==> src/pkg/spisc_consts.vh <==
/*
 * Constants of the serial port status and control block: register
 * addresses, field positions, reset values and the master clock divider.
 * Assumes inclusion by the single design file of the block.
 */
`ifndef SPISC_CONSTS_VH
`define SPISC_CONSTS_VH
`define SPISC_PAGE 4'h0
`define SPISC_ADDR_CTRL 8'hf8
`define SPISC_ADDR_CFG 8'ha1
`define SPISC_ADDR_DATA 8'ha3
`define SPISC_BIT_DONE 7
`define SPISC_BIT_WRITE_COLLISION_FLAG 6
`define SPISC_BIT_MODE_FAULT_FLAG 5
`define SPISC_BIT_OVRN 4
`define SPISC_BIT_SMD_HI 3
`define SPISC_BIT_SMD_LO 2
`define SPISC_BIT_TXE 1
`define SPISC_BIT_EN 0
`define SPISC_CFG_MASTER 6
`define SPISC_CFG_CPHA 5
`define SPISC_CFG_CPOL 4
`define SPISC_SMD_RST 2'h1
`define SPISC_SMD_3WIRE 2'h0
`define SPISC_SMD_4SLV 2'h1
`define SPISC_SMD_4MST 2'h2
`define SPISC_HALF_BIT 4
`define SPISC_FIFO_DEPTH 8
`endif

==> src/hdl/spisc_top.v <==
/*
 * Byte-wide serial port status and control logic with an 8-entry receive
 * FIFO. Assumes a core that reaches the registers through a paged special
 * function register port with bit writes, and pad logic that resolves each
 * pin from its output and output enable.
 */
// Behaviour
// Slave: receive empty set once buffer drained.
// Slave: receive empty low while unread byte.
// Master: receive empty always reads one.
// Slave samples MOSI at bit centre.
// Master samples MISO one cycle before bit end.
// Byte end sets done flag, interrupts, sticky.
// Data write while transmit full collides, discarded.
// Collision flag sticky; rejected byte never stored.
// Control register at 0xF8 page 0, bit addressable.
// Slave overrun when byte ends into full buffer.
// Select mode: 3-wire, 4-wire slave, single master.
// Clock polarity sets idle SCK level.
// Clock phase picks first or second edge.
// Software clears done and collision flags itself.
`timescale 1ns/1ps
`include "spisc_consts.vh"

module spisc_fifo #(
   parameter WIDTH = 8,
   parameter DEPTH = `SPISC_FIFO_DEPTH,
   parameter AW = 3
) (
   input wire clk_i,
   input wire arst_n_i,
   input wire in_valid_i,
   output wire in_ready_o,
   input wire [WIDTH-1:0] in_data_i,
   output wire out_valid_o,
   input wire out_ready_i,
   output wire [WIDTH-1:0] out_data_o
);
   reg [WIDTH-1:0] mem [0:DEPTH-1];
   reg [AW-1:0] wr_ptr_reg;
   reg [AW-1:0] rd_ptr_reg;
   reg [AW:0] count_reg;
   wire push = in_valid_i && in_ready_o;
   wire pop = out_valid_o && out_ready_i;
   assign in_ready_o = (count_reg != DEPTH);
   assign out_valid_o = (count_reg != 0);
   assign out_data_o = mem[rd_ptr_reg];
   always @(posedge clk_i) begin
      if (push) begin
         mem[wr_ptr_reg] <= in_data_i;
      end
   end
   always @(posedge clk_i or negedge arst_n_i) begin
      if (!arst_n_i) begin
         wr_ptr_reg <= {AW{1'b0}};
         rd_ptr_reg <= {AW{1'b0}};
         count_reg <= {(AW+1){1'b0}};
      end else begin
         if (push) begin
            wr_ptr_reg <= (wr_ptr_reg == DEPTH - 1) ? {AW{1'b0}} : wr_ptr_reg + 1'b1;
         end
         if (pop) begin
            rd_ptr_reg <= (rd_ptr_reg == DEPTH - 1) ? {AW{1'b0}} : rd_ptr_reg + 1'b1;
         end
         if (push && !pop) begin
            count_reg <= count_reg + 1'b1;
         end else if (pop && !push) begin
            count_reg <= count_reg - 1'b1;
         end
      end
   end
endmodule // spisc_fifo

module spisc_top #(
   parameter HALF_BIT = `SPISC_HALF_BIT
) (
   input wire clk_i,
   input wire arst_n_i,
   input wire [3:0] sfr_page_i,
   input wire [7:0] sfr_addr_i,
   input wire sfr_wr_i,
   input wire sfr_rd_i,
   input wire [7:0] sfr_wdata_i,
   input wire bit_wr_i,
   input wire [7:0] bit_addr_i,
   input wire bit_val_i,
   input wire int_enable_i,
   output reg [7:0] sfr_rdata_o,
   output reg irq_o,
   input wire sck_i,
   output reg sck_o,
   output reg sck_oe_o,
   input wire mosi_i,
   output reg mosi_o,
   output reg mosi_oe_o,
   input wire miso_i,
   output reg miso_o,
   output reg miso_oe_o,
   input wire slave_select_n_i,
   output reg slave_select_n_o,
   output reg slave_select_n_oe_o
);
   localparam ST_IDLE = 2'b01;
   localparam ST_BUSY = 2'b10;

   reg done_reg, write_collision_flag_reg, mode_fault_flag_reg, ovrn_reg, txe_reg, en_reg;
   reg [1:0] smd_reg;
   reg master_reg, cpha_reg, cpol_reg;
   reg [7:0] tx_buf_reg, sh_reg;
   reg [1:0] state_reg;
   reg [7:0] div_reg;
   reg half_reg, first_reg, sel_p_reg, sck_p_reg;
   reg [2:0] bit_reg;
   reg [1:0] sck_sy_reg, mosi_sy_reg, miso_sy_reg, ss_sy_reg;
   reg push_reg;
   reg [7:0] push_data_reg;

   wire [7:0] ctrl_val = {done_reg, write_collision_flag_reg, mode_fault_flag_reg, ovrn_reg, smd_reg, txe_reg, en_reg};
   wire pg_ok = (sfr_page_i == `SPISC_PAGE);
   wire sel_ctrl = pg_ok && (sfr_addr_i == `SPISC_ADDR_CTRL);
   wire sel_cfg = pg_ok && (sfr_addr_i == `SPISC_ADDR_CFG);
   wire sel_data = pg_ok && (sfr_addr_i == `SPISC_ADDR_DATA);
   wire bit_hit = pg_ok && bit_wr_i && (bit_addr_i[7:3] == `SPISC_ADDR_CTRL >> 3);
   reg [7:0] wmask, wval;
   always @* begin
      wmask = 8'h00;
      wval = ctrl_val;
      if (sfr_wr_i && sel_ctrl) begin
         wmask = 8'hff;
         wval = sfr_wdata_i;
      end else if (bit_hit) begin
         wmask[bit_addr_i[2:0]] = 1'b1;
         wval[bit_addr_i[2:0]] = bit_val_i;
      end
   end

   wire fifo_in_ready, fifo_out_valid;
   wire [7:0] fifo_out_data;
   wire data_rd = sfr_rd_i && sel_data;
   spisc_fifo #(.WIDTH(8), .DEPTH(`SPISC_FIFO_DEPTH), .AW(3)) u_rx_fifo (
      .clk_i(clk_i),
      .arst_n_i(arst_n_i),
      .in_valid_i(push_reg),
      .in_ready_o(fifo_in_ready),
      .in_data_i(push_data_reg),
      .out_valid_o(fifo_out_valid),
      .out_ready_i(data_rd),
      .out_data_o(fifo_out_data)
   );

   // Receive empty follows the FIFO head in slave mode only.
   wire rx_empty = master_reg ? 1'b1 : !fifo_out_valid;

   // Select handling: 3-wire is always selected, 4-wire slave uses the pin.
   wire slave_sel = (smd_reg == `SPISC_SMD_3WIRE) ? 1'b1 :
                    (smd_reg == `SPISC_SMD_4SLV) ? !ss_sy_reg[1] : 1'b0;
   wire slv_on = en_reg && !master_reg && slave_sel;
   wire sck_edge = (sck_sy_reg[1] != sck_p_reg);
   wire lead_edge = sck_edge && (sck_sy_reg[1] != cpol_reg);
   wire smp_edge = sck_edge && (cpha_reg ? !lead_edge : lead_edge);
   wire out_edge = sck_edge && !smp_edge;
   wire slv_load = slv_on && !sel_p_reg;
   wire mst_start = en_reg && master_reg && (state_reg == ST_IDLE) && !txe_reg && !push_reg
                    && fifo_in_ready;
   wire div_end = (div_reg == HALF_BIT - 1);
   wire mst_smp = (state_reg == ST_BUSY) && half_reg && div_end;

   // Byte completion in either mode.
   wire slv_done = slv_on && smp_edge && (bit_reg == 3'h7);
   wire mst_done = mst_smp && (bit_reg == 3'h7);
   wire byte_done = slv_done || mst_done;
   wire [7:0] rx_byte = {sh_reg[6:0], master_reg ? miso_sy_reg[1] : mosi_sy_reg[1]};
   // Overrun is judged against the FIFO as it stands; a byte that finds it full is lost.
   wire ovrn_evt = slv_done && !fifo_in_ready;
   wire write_collision_flag_evt = sfr_wr_i && sel_data && !txe_reg;
   wire tx_take = sfr_wr_i && sel_data && txe_reg;
   wire tx_use = mst_start || (slv_load && !txe_reg) || (slv_done && !txe_reg);

   always @(posedge clk_i or negedge arst_n_i) begin
      if (!arst_n_i) begin
         sck_sy_reg <= 2'h0;
         mosi_sy_reg <= 2'h0;
         miso_sy_reg <= 2'h0;
         ss_sy_reg <= 2'h3;
         sck_p_reg <= 1'b0;
         sel_p_reg <= 1'b0;
      end else begin
         sck_sy_reg <= {sck_sy_reg[0], sck_i};
         mosi_sy_reg <= {mosi_sy_reg[0], mosi_i};
         miso_sy_reg <= {miso_sy_reg[0], miso_i};
         ss_sy_reg <= {ss_sy_reg[0], slave_select_n_i};
         sck_p_reg <= sck_sy_reg[1];
         sel_p_reg <= slv_on;
      end
   end

   // Flags: a hardware set in the same cycle as a software clear wins.
   always @(posedge clk_i or negedge arst_n_i) begin
      if (!arst_n_i) begin
         done_reg <= 1'b0;
         write_collision_flag_reg <= 1'b0;
         mode_fault_flag_reg <= 1'b0;
         ovrn_reg <= 1'b0;
         smd_reg <= `SPISC_SMD_RST;
         txe_reg <= 1'b1;
         en_reg <= 1'b0;
         master_reg <= 1'b0;
         cpha_reg <= 1'b0;
         cpol_reg <= 1'b0;
         tx_buf_reg <= 8'h00;
      end else begin
         if (byte_done) begin
            done_reg <= 1'b1;
         end else if (wmask[`SPISC_BIT_DONE]) begin
            done_reg <= wval[`SPISC_BIT_DONE];
         end
         if (write_collision_flag_evt) begin
            write_collision_flag_reg <= 1'b1;
         end else if (wmask[`SPISC_BIT_WRITE_COLLISION_FLAG]) begin
            write_collision_flag_reg <= wval[`SPISC_BIT_WRITE_COLLISION_FLAG];
         end
         if (ovrn_evt) begin
            ovrn_reg <= 1'b1;
         end else if (wmask[`SPISC_BIT_OVRN]) begin
            ovrn_reg <= wval[`SPISC_BIT_OVRN];
         end
         if (wmask[`SPISC_BIT_MODE_FAULT_FLAG]) begin
            mode_fault_flag_reg <= wval[`SPISC_BIT_MODE_FAULT_FLAG];
         end
         if (wmask[`SPISC_BIT_SMD_HI]) begin
            smd_reg[1] <= wval[`SPISC_BIT_SMD_HI];
         end
         if (wmask[`SPISC_BIT_SMD_LO]) begin
            smd_reg[0] <= wval[`SPISC_BIT_SMD_LO];
         end
         if (wmask[`SPISC_BIT_EN]) begin
            en_reg <= wval[`SPISC_BIT_EN];
         end
         if (sfr_wr_i && sel_cfg) begin
            master_reg <= sfr_wdata_i[`SPISC_CFG_MASTER];
            cpha_reg <= sfr_wdata_i[`SPISC_CFG_CPHA];
            cpol_reg <= sfr_wdata_i[`SPISC_CFG_CPOL];
         end
         // The colliding byte never reaches the buffer.
         if (tx_take) begin
            tx_buf_reg <= sfr_wdata_i;
            txe_reg <= 1'b0;
         end else if (tx_use) begin
            txe_reg <= 1'b1;
         end
      end
   end

   // Shift engine, master timing and slave edge tracking.
   always @(posedge clk_i or negedge arst_n_i) begin
      if (!arst_n_i) begin
         state_reg <= ST_IDLE;
         sh_reg <= 8'h00;
         div_reg <= 8'h00;
         half_reg <= 1'b0;
         bit_reg <= 3'h0;
         first_reg <= 1'b0;
         push_reg <= 1'b0;
         push_data_reg <= 8'h00;
         mosi_o <= 1'b0;
         miso_o <= 1'b0;
         sck_o <= 1'b0;
      end else begin
         push_reg <= byte_done && fifo_in_ready;
         if (byte_done) begin
            push_data_reg <= rx_byte;
         end
         case (state_reg)
            ST_IDLE: begin
               sck_o <= cpol_reg;
               div_reg <= 8'h00;
               half_reg <= 1'b0;
               if (mst_start) begin
                  sh_reg <= tx_buf_reg;
                  mosi_o <= tx_buf_reg[7];
                  bit_reg <= 3'h0;
                  sck_o <= cpol_reg ^ cpha_reg;
                  state_reg <= ST_BUSY;
               end else if (slv_load || (slv_done && !txe_reg)) begin
                  sh_reg <= txe_reg ? 8'h00 : tx_buf_reg;
                  miso_o <= txe_reg ? 1'b0 : tx_buf_reg[7];
                  bit_reg <= 3'h0;
                  first_reg <= 1'b1;
               end else if (slv_on && smp_edge) begin
                  sh_reg <= rx_byte;
                  bit_reg <= bit_reg + 3'h1;
                  first_reg <= 1'b0;
               end else if (slv_on && out_edge) begin
                  if (first_reg) begin
                     first_reg <= 1'b0;
                  end else begin
                     miso_o <= sh_reg[7];
                  end
               end else if (!slv_on) begin
                  bit_reg <= 3'h0;
               end
            end
            ST_BUSY: begin
               if (div_end) begin
                  div_reg <= 8'h00;
                  half_reg <= !half_reg;
                  sck_o <= !sck_o;
                  if (half_reg) begin
                     sh_reg <= rx_byte;
                     mosi_o <= sh_reg[6];
                     bit_reg <= bit_reg + 3'h1;
                     if (bit_reg == 3'h7) begin
                        sck_o <= cpol_reg;
                        state_reg <= ST_IDLE;
                     end
                  end
               end else begin
                  div_reg <= div_reg + 8'h01;
               end
            end
            default: begin
               state_reg <= ST_IDLE;
            end
         endcase
      end
   end

   // Pin enables, register read data and the interrupt line.
   always @(posedge clk_i or negedge arst_n_i) begin
      if (!arst_n_i) begin
         sck_oe_o <= 1'b0;
         mosi_oe_o <= 1'b0;
         miso_oe_o <= 1'b0;
         slave_select_n_o <= 1'b1;
         slave_select_n_oe_o <= 1'b0;
         sfr_rdata_o <= 8'h00;
         irq_o <= 1'b0;
      end else begin
         sck_oe_o <= en_reg && master_reg;
         mosi_oe_o <= en_reg && master_reg;
         miso_oe_o <= slv_on;
         slave_select_n_oe_o <= en_reg && smd_reg[1];
         slave_select_n_o <= smd_reg[0];
         irq_o <= int_enable_i && (done_reg || write_collision_flag_reg || mode_fault_flag_reg || ovrn_reg);
         if (sfr_rd_i && sel_ctrl) begin
            sfr_rdata_o <= ctrl_val;
         end else if (sfr_rd_i && sel_cfg) begin
            sfr_rdata_o <= {1'b0, master_reg, cpha_reg, cpol_reg, 3'h0, rx_empty};
         end else if (data_rd) begin
            sfr_rdata_o <= fifo_out_valid ? fifo_out_data : 8'h00;
         end else if (sfr_rd_i) begin
            sfr_rdata_o <= 8'h00;
         end
      end
   end
endmodule // spisc_top

==> config.mk <==
export PLATFORM = sky130hd
export DESIGN_NAME = spisc_top
export DESIGN_NICKNAME = d
export VERILOG_FILES = /design/src/hdl/spisc_top.v
export VERILOG_INCLUDE_DIRS = /design/src /design/src/pkg
export SDC_FILE = /design/constraint.sdc
export NUM_CORES = 1
export LEC_CHECK = 0
export BUFFER_PORTS_ARGS = -buffer_cell sky130_fd_sc_hd__clkbuf_2
export CAP_MARGIN = 5
export CORE_ASPECT_RATIO = 0.7
export CORE_MARGIN = 2
export CORE_UTILIZATION = 35
export CTS_CLUSTER_SIZE = 28
export DETAILED_ROUTE_END_ITERATION = 10
export GPL_ROUTABILITY_DRIVEN = 0
export PLACE_DENSITY = 0.56
export RECOVER_POWER = 50
export SLEW_MARGIN = 15
export SYNTH_ARGS = -nofsm -noshare
export SYNTH_HDL_FRONTEND = slang
export SYNTH_SLANG_ARGS = --single-unit
==> constraint.sdc <==
create_clock -name clk_i -period 6.2 [get_ports clk_i]
set_clock_uncertainty 0.15 [all_clocks]
set_input_delay 0.31 -clock clk_i [delete_from_list [all_inputs] [get_ports clk_i]]
set_output_delay 0.31 -clock clk_i [all_outputs]
set_load 0.03 [all_outputs]
==> metrics.txt, run 1 <==
CTS Root Cell=clkbuf_16; Finished Layout Cells=863; Final Routed Wirelength=16000 um; worst ir drop on vdd=207 uV; Remaining DRCs=0; Avg Cell Area, Syn=13.2 um2; Static Leak=3.13 nW; CP Class=flop to flop; # fillers=1745; nets=638; required time of the critical path=6360 ps; path depth of the worst reg2reg path=11; crit path DAT=3360 ps; ANT cells=0; DP Wirelength=11200 um; FF-to-FF setup slack=3000 ps; Final Critical Period=3200 ps; Max stage delay on crit path=700 ps; worst skew pair latency=430 ps; cell area after synthesis=0.00685 mm2; Layout area overhead=19.0%; PortBufs=55; first-pass GRT wire length=25200 um; CTS tree=built; vias per inst=5.20; share of cells above drive strength 1=26.4%; CTS buffer count=17; Post-DRT Antenna Nets=0; Slew @ Worst Pin=904 ps; Clock Tree Buf Depth=2; Hold Crit Start=sfr_wdata_i[7]; Ports=56; Biggest register=u_rx_fifo.mem; Initial Utilization=36.0%; synth warn=0; met3 wire len=887 um; Startpoint Class=flop; pwr dens=274 mW/mm2; Max Slew Vio Count=0; max reg flops=64; CP Cell Sequence=or4b_1 -> nand2_1 -> inv_1 -> ha_1 -> inv_1 -> ha_1 -> a21o_1 -> a21oi_1 -> xnor2_1 -> nor2_1 -> xor2_1; vias in the first global route=4441; Post-Synthesis Cells=519; GR Overflow Total=0; Die Y-Extent=121 um; syn nets=571; Sequential cell area=0.00408 mm2; GRT Overall Usage=16.4%; status=complete, no violations; Critical R2R Launch=u_rx_fifo.count_reg[1]$_DFFE_PN0P_; Max-cap violations=0; core region area=0.0190 mm2; Critical Path Fanout Max=9; Slowest-stage cell, CP=or4b_1; Area after DPL=0.00740 mm2; Setup Buffers After CTS=0; DR WL met2=6920 um; clock sinks=150; multi-input logic area=0.00265 mm2; die width=171 um; final instance area=0.00815 mm2; flop and latch count out of synthesis=150; DR WL/cell=18.6 um; Starting DRT DRC Count=482; setup TNS=0 ps; CTS H-tree lvls=4; Max-slew headroom=38.0%; drt first pass iters=5; post-synth cell types=73; std cell rows=42; placed cells=819; Clock transition at path regs=60 ps; RSZ-0062 raised after global routing=no; Fin. Hold Viols=0; highest clock rate=313 MHz; Synth Flop Type=dfrtp_1; via count=4489; antenna violations before repair=0; Max Used Layer=met4; Post-synth EDFFs=64; Final Setup Violations=0; most frequent cells in the layout=dfrtp_1, edfxtp_1, clkbuf_2; CP Capture Type=flop; worst reg2reg endpoint=u_rx_fifo.count_reg[3]$_DFFE_PN0P_; Async S/R FF share, synth=57.3%; pin count of the biggest net entering global routing=87; Design Power=2.23 mW; Worst Hold Path Cells=3; Tcrit/Tclk final=51.6%; M1 WL=8040 um; most common cell after layout, fill and taps aside=dfrtp_1; Min-Delay Path Class=input port to flop; register area share after synthesis=59.6%; Hold Path End=done_reg$_DFFE_PN0P_; Die ar.=0.0207 mm2
-- area by class of cell --
cell class	instances	share of cell area, %
well taps	264	4.05
clock inverters	12	1.69
clock buffers	20	6.00
inverters	11	0.506
repair buffers	70	5.20
multi-input cells	336	32.5
flip-flops and latches	150	50.1
-- cells in the mapped netlist (all sizes together), types with 8 or more instances --
cell type  number  area share, %
buf             9           0.73
and2            8           0.73
mux2           33            5.8
o21ai          15            1.1
dfrtp          80             29
nor2           33            1.8
a21oi          32            2.4
nand2b         10           0.91
edfxtp         64             28
inv            11           0.60
clkbuf         13           0.71
ha             12            2.2
nand3          15            1.2
nand2          40            2.3
mux4           16            5.3
mux2i          10            1.5
nor3           12           0.95
-- cells by family after synthesis --
kind of cell | synth area share [%]
AND/OR/NAND/NOR | 12.8
multiplexers | 12.5
flip-flops | 59.6
AO/OA/AOI/OAI | 9.08
XOR/XNOR | 1.52
buffers and inverters | 2.05
adder cells (fa/ha/maj) | 2.48
-- worst max-delay path by stage --
stage                                        from                                  to
3_5_place_dp   u_rx_fifo.count_reg[1]$_DFFE_PN0P_  u_rx_fifo.count_reg[3]$_DFFE_PN0P_
6_report       u_rx_fifo.count_reg[1]$_DFFE_PN0P_  u_rx_fifo.count_reg[3]$_DFFE_PN0P_
2_1_floorplan  u_rx_fifo.count_reg[1]$_DFFE_PN0P_  u_rx_fifo.count_reg[3]$_DFFE_PN0P_
3_3_place_gp   u_rx_fifo.count_reg[1]$_DFFE_PN0P_  u_rx_fifo.count_reg[3]$_DFFE_PN0P_
5_1_grt        u_rx_fifo.count_reg[0]$_DFFE_PN0P_  u_rx_fifo.count_reg[3]$_DFFE_PN0P_
4_1_cts        u_rx_fifo.count_reg[1]$_DFFE_PN0P_  u_rx_fifo.count_reg[3]$_DFFE_PN0P_
-- metrics by stage --
| stage | hold slack (ps) | utilization, % | setup slack (ps) |
|---|---|---|---|
| after floorplan | -136 | - | 3350 |
| after global placement | 191 | 38.9 | 3130 |
| after detailed placement | 190 | 38.9 | 3020 |
| after CTS | 3.31 | 42.8 | 3010 |
| after global routing | 15.5 | 42.9 | 2860 |
| final | 28.9 | 42.9 | 3000 |
-- where the power goes --
| group | total (mW) | internal, mW | switching (mW) |
|---|---|---|---|
| logic | 0.0850 | 0.0356 | 0.0494 |
| registers | 1.07 | 1.05 | 0.0215 |
| clock network | 1.08 | 0.656 | 0.419 |
| total | 2.23 | 1.74 | 0.490 |
-- per-layer routing --
metal	GRT usage, %	up-vias
met5	0	-
met4	5.19	0
met3	4.14	14
met2	23.3	146
met1	24.5	2231
li1	-	2098
-- repair_timing --
item | in CTS | in global routing
resized for setup | 0 | 0
hold buffers | 12 | 0
endpoints found under the hold margin | 64 | 0
-- critical path, delay by kind of cell (launching register included) --
family	cells	cell delay, ps
simple gates	3	1090
fa+ha+maj	2	490
flops	1	450
compound gates	2	360
xor+xnor	2	290
buf+inv	2	260
Note: power is estimated with default switching activity, not from simulation.
==> run 2, diff against run 1 <==
Settings changed: PLACE_DENSITY 0.56 to 0.58.
Clock period 6.2 ns to 2.68 ns, I/O delays scaled along.
==> run 2 against run 1 <==
Net effect: sequential share of layout area shrank 1.8 points; largest power group unchanged; worst hold slack got worse by 8.9 ps; largest cell class unchanged; via count is 2.8% higher.
==> metrics.txt, run 2 (synthesis results as in run 1) <==
clock sinks=150 (unchanged); Die ar.=0.0207 mm2 (unchanged); Switching Share=21.4% (was 22.0%); first-pass GRT wire length=25700 um (was 25200 um); Combinational Power Share=4.1% (was 3.8%); CP Cell Sequence=or4b_4 -> nand2_4 -> inv_1 -> ha_2 -> inv_2 -> ha_1 -> a21o_1 -> a21oi_2 -> xnor2_1 -> nor2_1 -> xor2_1 (was or4b_1 -> nand2_1 -> inv_1 -> ha_1 -> inv_1 -> ha_1 -> a21o_1 -> a21oi_1 -> xnor2_1 -> nor2_1 -> xor2_1); Final Util=44.5% (was 42.9%); crit path DAT=2690 ps (was 3360 ps); CTS Root Cell=clkbuf_16 (unchanged); path depth of the worst reg2reg path=11 (unchanged); Static Leak=3.30 nW (was 3.13 nW); hold_ws=20.0 ps (was 28.9 ps); Layout area overhead=23.5% (was 19.0%); Critical R2R Launch=u_rx_fifo.count_reg[1]$_DFFE_PN0P_ (unchanged); nets=674 (was 638); highest clock rate=394 MHz (was 313 MHz); Area after DPL=0.00763 mm2 (was 0.00740 mm2); pwr dens=614 mW/mm2 (was 274 mW/mm2); final instance area=0.00846 mm2 (was 0.00815 mm2); Max-cap violations=0 (unchanged); vias per inst=5.13 (was 5.20); setup TNS=0 ps (unchanged); Design Power=5.19 mW (was 2.23 mW); CTS tree=built (unchanged); worst ir drop on vdd=308 uV (was 207 uV); worst skew pair latency=430 ps (about the same); Critical Path Fanout Max=3 (was 9); CTS buffer count=17 (unchanged); antenna violations before repair=0 (unchanged); Tcrit/Tclk final=94.6% (was 51.6%); core region area=0.0190 mm2 (unchanged); RSZ-0062 raised after global routing=no (unchanged); Ports=56 (unchanged); vias in the first global route=4546 (was 4441); FF-to-FF setup slack=140 ps (was 3000 ps); most frequent cells in the layout=dfrtp_1, edfxtp_1, clkbuf_2 (unchanged); Die Y-Extent=121 um (unchanged); CP Class=flop to flop (unchanged); Clock Tree Buf Depth=2 (unchanged); share of cells above drive strength 1=29.9% (was 26.4%); Hold Crit Start=bit_addr_i[2] (was sfr_wdata_i[7]); Remaining DRCs=0 (unchanged); Slew @ Worst Pin=1280 ps (was 904 ps); CTS H-tree lvls=4 (unchanged); max reg flops=64 (unchanged); PortBufs=55 (unchanged); Max stage delay on crit path=570 ps (was 700 ps); required time of the critical path=2840 ps (was 6360 ps); DP Wirelength=11600 um (was 11200 um); Hold Path End=done_reg$_DFFE_PN0P_ (unchanged); Worst Hold Path Cells=4 (was 3); Finished Layout Cells=899 (was 863); DR WL/cell=18.4 um (was 18.6 um); Final Setup Violations=0 (unchanged); pin count of the biggest net entering global routing=49 (was 87); std cell rows=42 (unchanged); ANT cells=0 (unchanged); drt first pass iters=5 (unchanged); Final Routed Wirelength=16500 um (was 16000 um); placed cells=848 (was 819); Max-slew headroom=14.6% (was 38.0%); Post-DRT Antenna Nets=0 (unchanged); WP buf/inv=2 (unchanged); status=complete, no violations (unchanged); Min-Delay Path Class=input port to flop (unchanged); CP Capture Type=flop (unchanged); Initial Utilization=36.0% (unchanged); Final Critical Period=2540 ps (was 3200 ps); dpl ws=-36.4 ps (was 3020 ps); GR Overflow Total=0 (unchanged); Flop pwr share=47.7% (was 48.0%); worst setup margin=143 ps (was 3000 ps); Starting DRT DRC Count=451 (was 482); # fillers=1743 (was 1745); Biggest register=u_rx_fifo.mem (unchanged); Slowest-stage cell, CP=or4b_4 (was or4b_1); sw power=1.11 mW (was 490 uW); CP top delay family=simple AND/OR/NAND/NOR gates (unchanged); Max Slew Vio Count=0 (unchanged); internal power=4.08 mW (was 1.74 mW); clock network power share=48.2% (about the same); most common cell after layout, fill and taps aside=dfrtp_1 (unchanged); Startpoint Class=flop (unchanged); worst reg2reg endpoint=u_rx_fifo.count_reg[3]$_DFFE_PN0P_ (unchanged); Clock transition at path regs=60 ps (about the same); via count=4615 (was 4489); Fin. Hold Viols=0 (unchanged); die width=171 um (unchanged); GRT Overall Usage=16.9% (was 16.4%)
## run 2: cell count changes in the layout (fill, tap and decap cells not counted), moves of 2 or more
cell | previous run | this run
buf_4 | 3 | 29
nor3_2 | 5 | 1
clkbuf_1 | 0 | 2
nor3_1 | 7 | 11
dlygate4sd3_1 | 12 | 19
buf_12 | 0 | 2
mux2i_2 | 0 | 2
clkinv_4 | 5 | 2
mux2i_1 | 10 | 8
## run 2: worst min-delay path, stage by stage
cell and delay, ps:
clkbuf_2 120, nand2_1 70, nor2_1 50, o2111ai_1 180
## run 2: final cells by class
type | instances | area, um2 | share of cell area, %
sequential | 150 | 4080 | 48.3
tap | 264 | 330 | 3.90
multi-input combinational | 336 | 2660 | 31.4
clock buffer | 21 | 475 | 5.62
clock inverter | 11 | 144 | 1.70
inverter | 11 | 41.3 | 0.488
timing repair buffer | 106 | 727 | 8.59
## run 2: power groups by stage
stage	registers (mW)	clock network (mW)	logic [mW]
6_report	2.47	2.50	0.214
3_5_place_dp	2.52	0	0.195
5_1_grt	2.48	2.66	0.236
2_1_floorplan	2.52	0	0.0725
3_3_place_gp	2.52	0	0.188
4_1_cts	2.47	2.55	0.217
## run 2: per-layer routing
layer	GRT usage, %	wire length [um]	vias up
li1	-	-	2158
met1	26.4	8630	2304
met2	23.2	6930	142
met3	3.72	824	11
met4	5.08	144	0
met5	0	0	-
## run 2: worst max path at each step
| stage | start | endpoint | slack (ps) | cells after the start |
|---|---|---|---|---|
| 6_report | u_rx_fifo.count_reg[1]$_DFFE_PN0P_ | u_rx_fifo.count_reg[3]$_DFFE_PN0P_ | 140 | 11 |
| 5_1_grt | u_rx_fifo.count_reg[1]$_DFFE_PN0P_ | u_rx_fifo.count_reg[3]$_DFFE_PN0P_ | 30 | 11 |
| 4_1_cts | u_rx_fifo.count_reg[1]$_DFFE_PN0P_ | u_rx_fifo.count_reg[3]$_DFFE_PN0P_ | 40 | 11 |
| 3_5_place_dp | sfr_addr_i[3] | u_rx_fifo.count_reg[3]$_DFFE_PN0P_ | -40 | 13 |
| 3_3_place_gp | sfr_addr_i[3] | u_rx_fifo.count_reg[3]$_DFFE_PN0P_ | 30 | 13 |
| 2_1_floorplan | u_rx_fifo.count_reg[1]$_DFFE_PN0P_ | u_rx_fifo.count_reg[3]$_DFFE_PN0P_ | 3 | 12 |
## run 2: timing repair
action | CTS | global route
setup endpoints to repair | 0 | 7
setup buffers | 0 | 0
hold buffers | 19 | 0
gates resized for setup | 0 | 7
hold endpoints to repair | 78 | 0
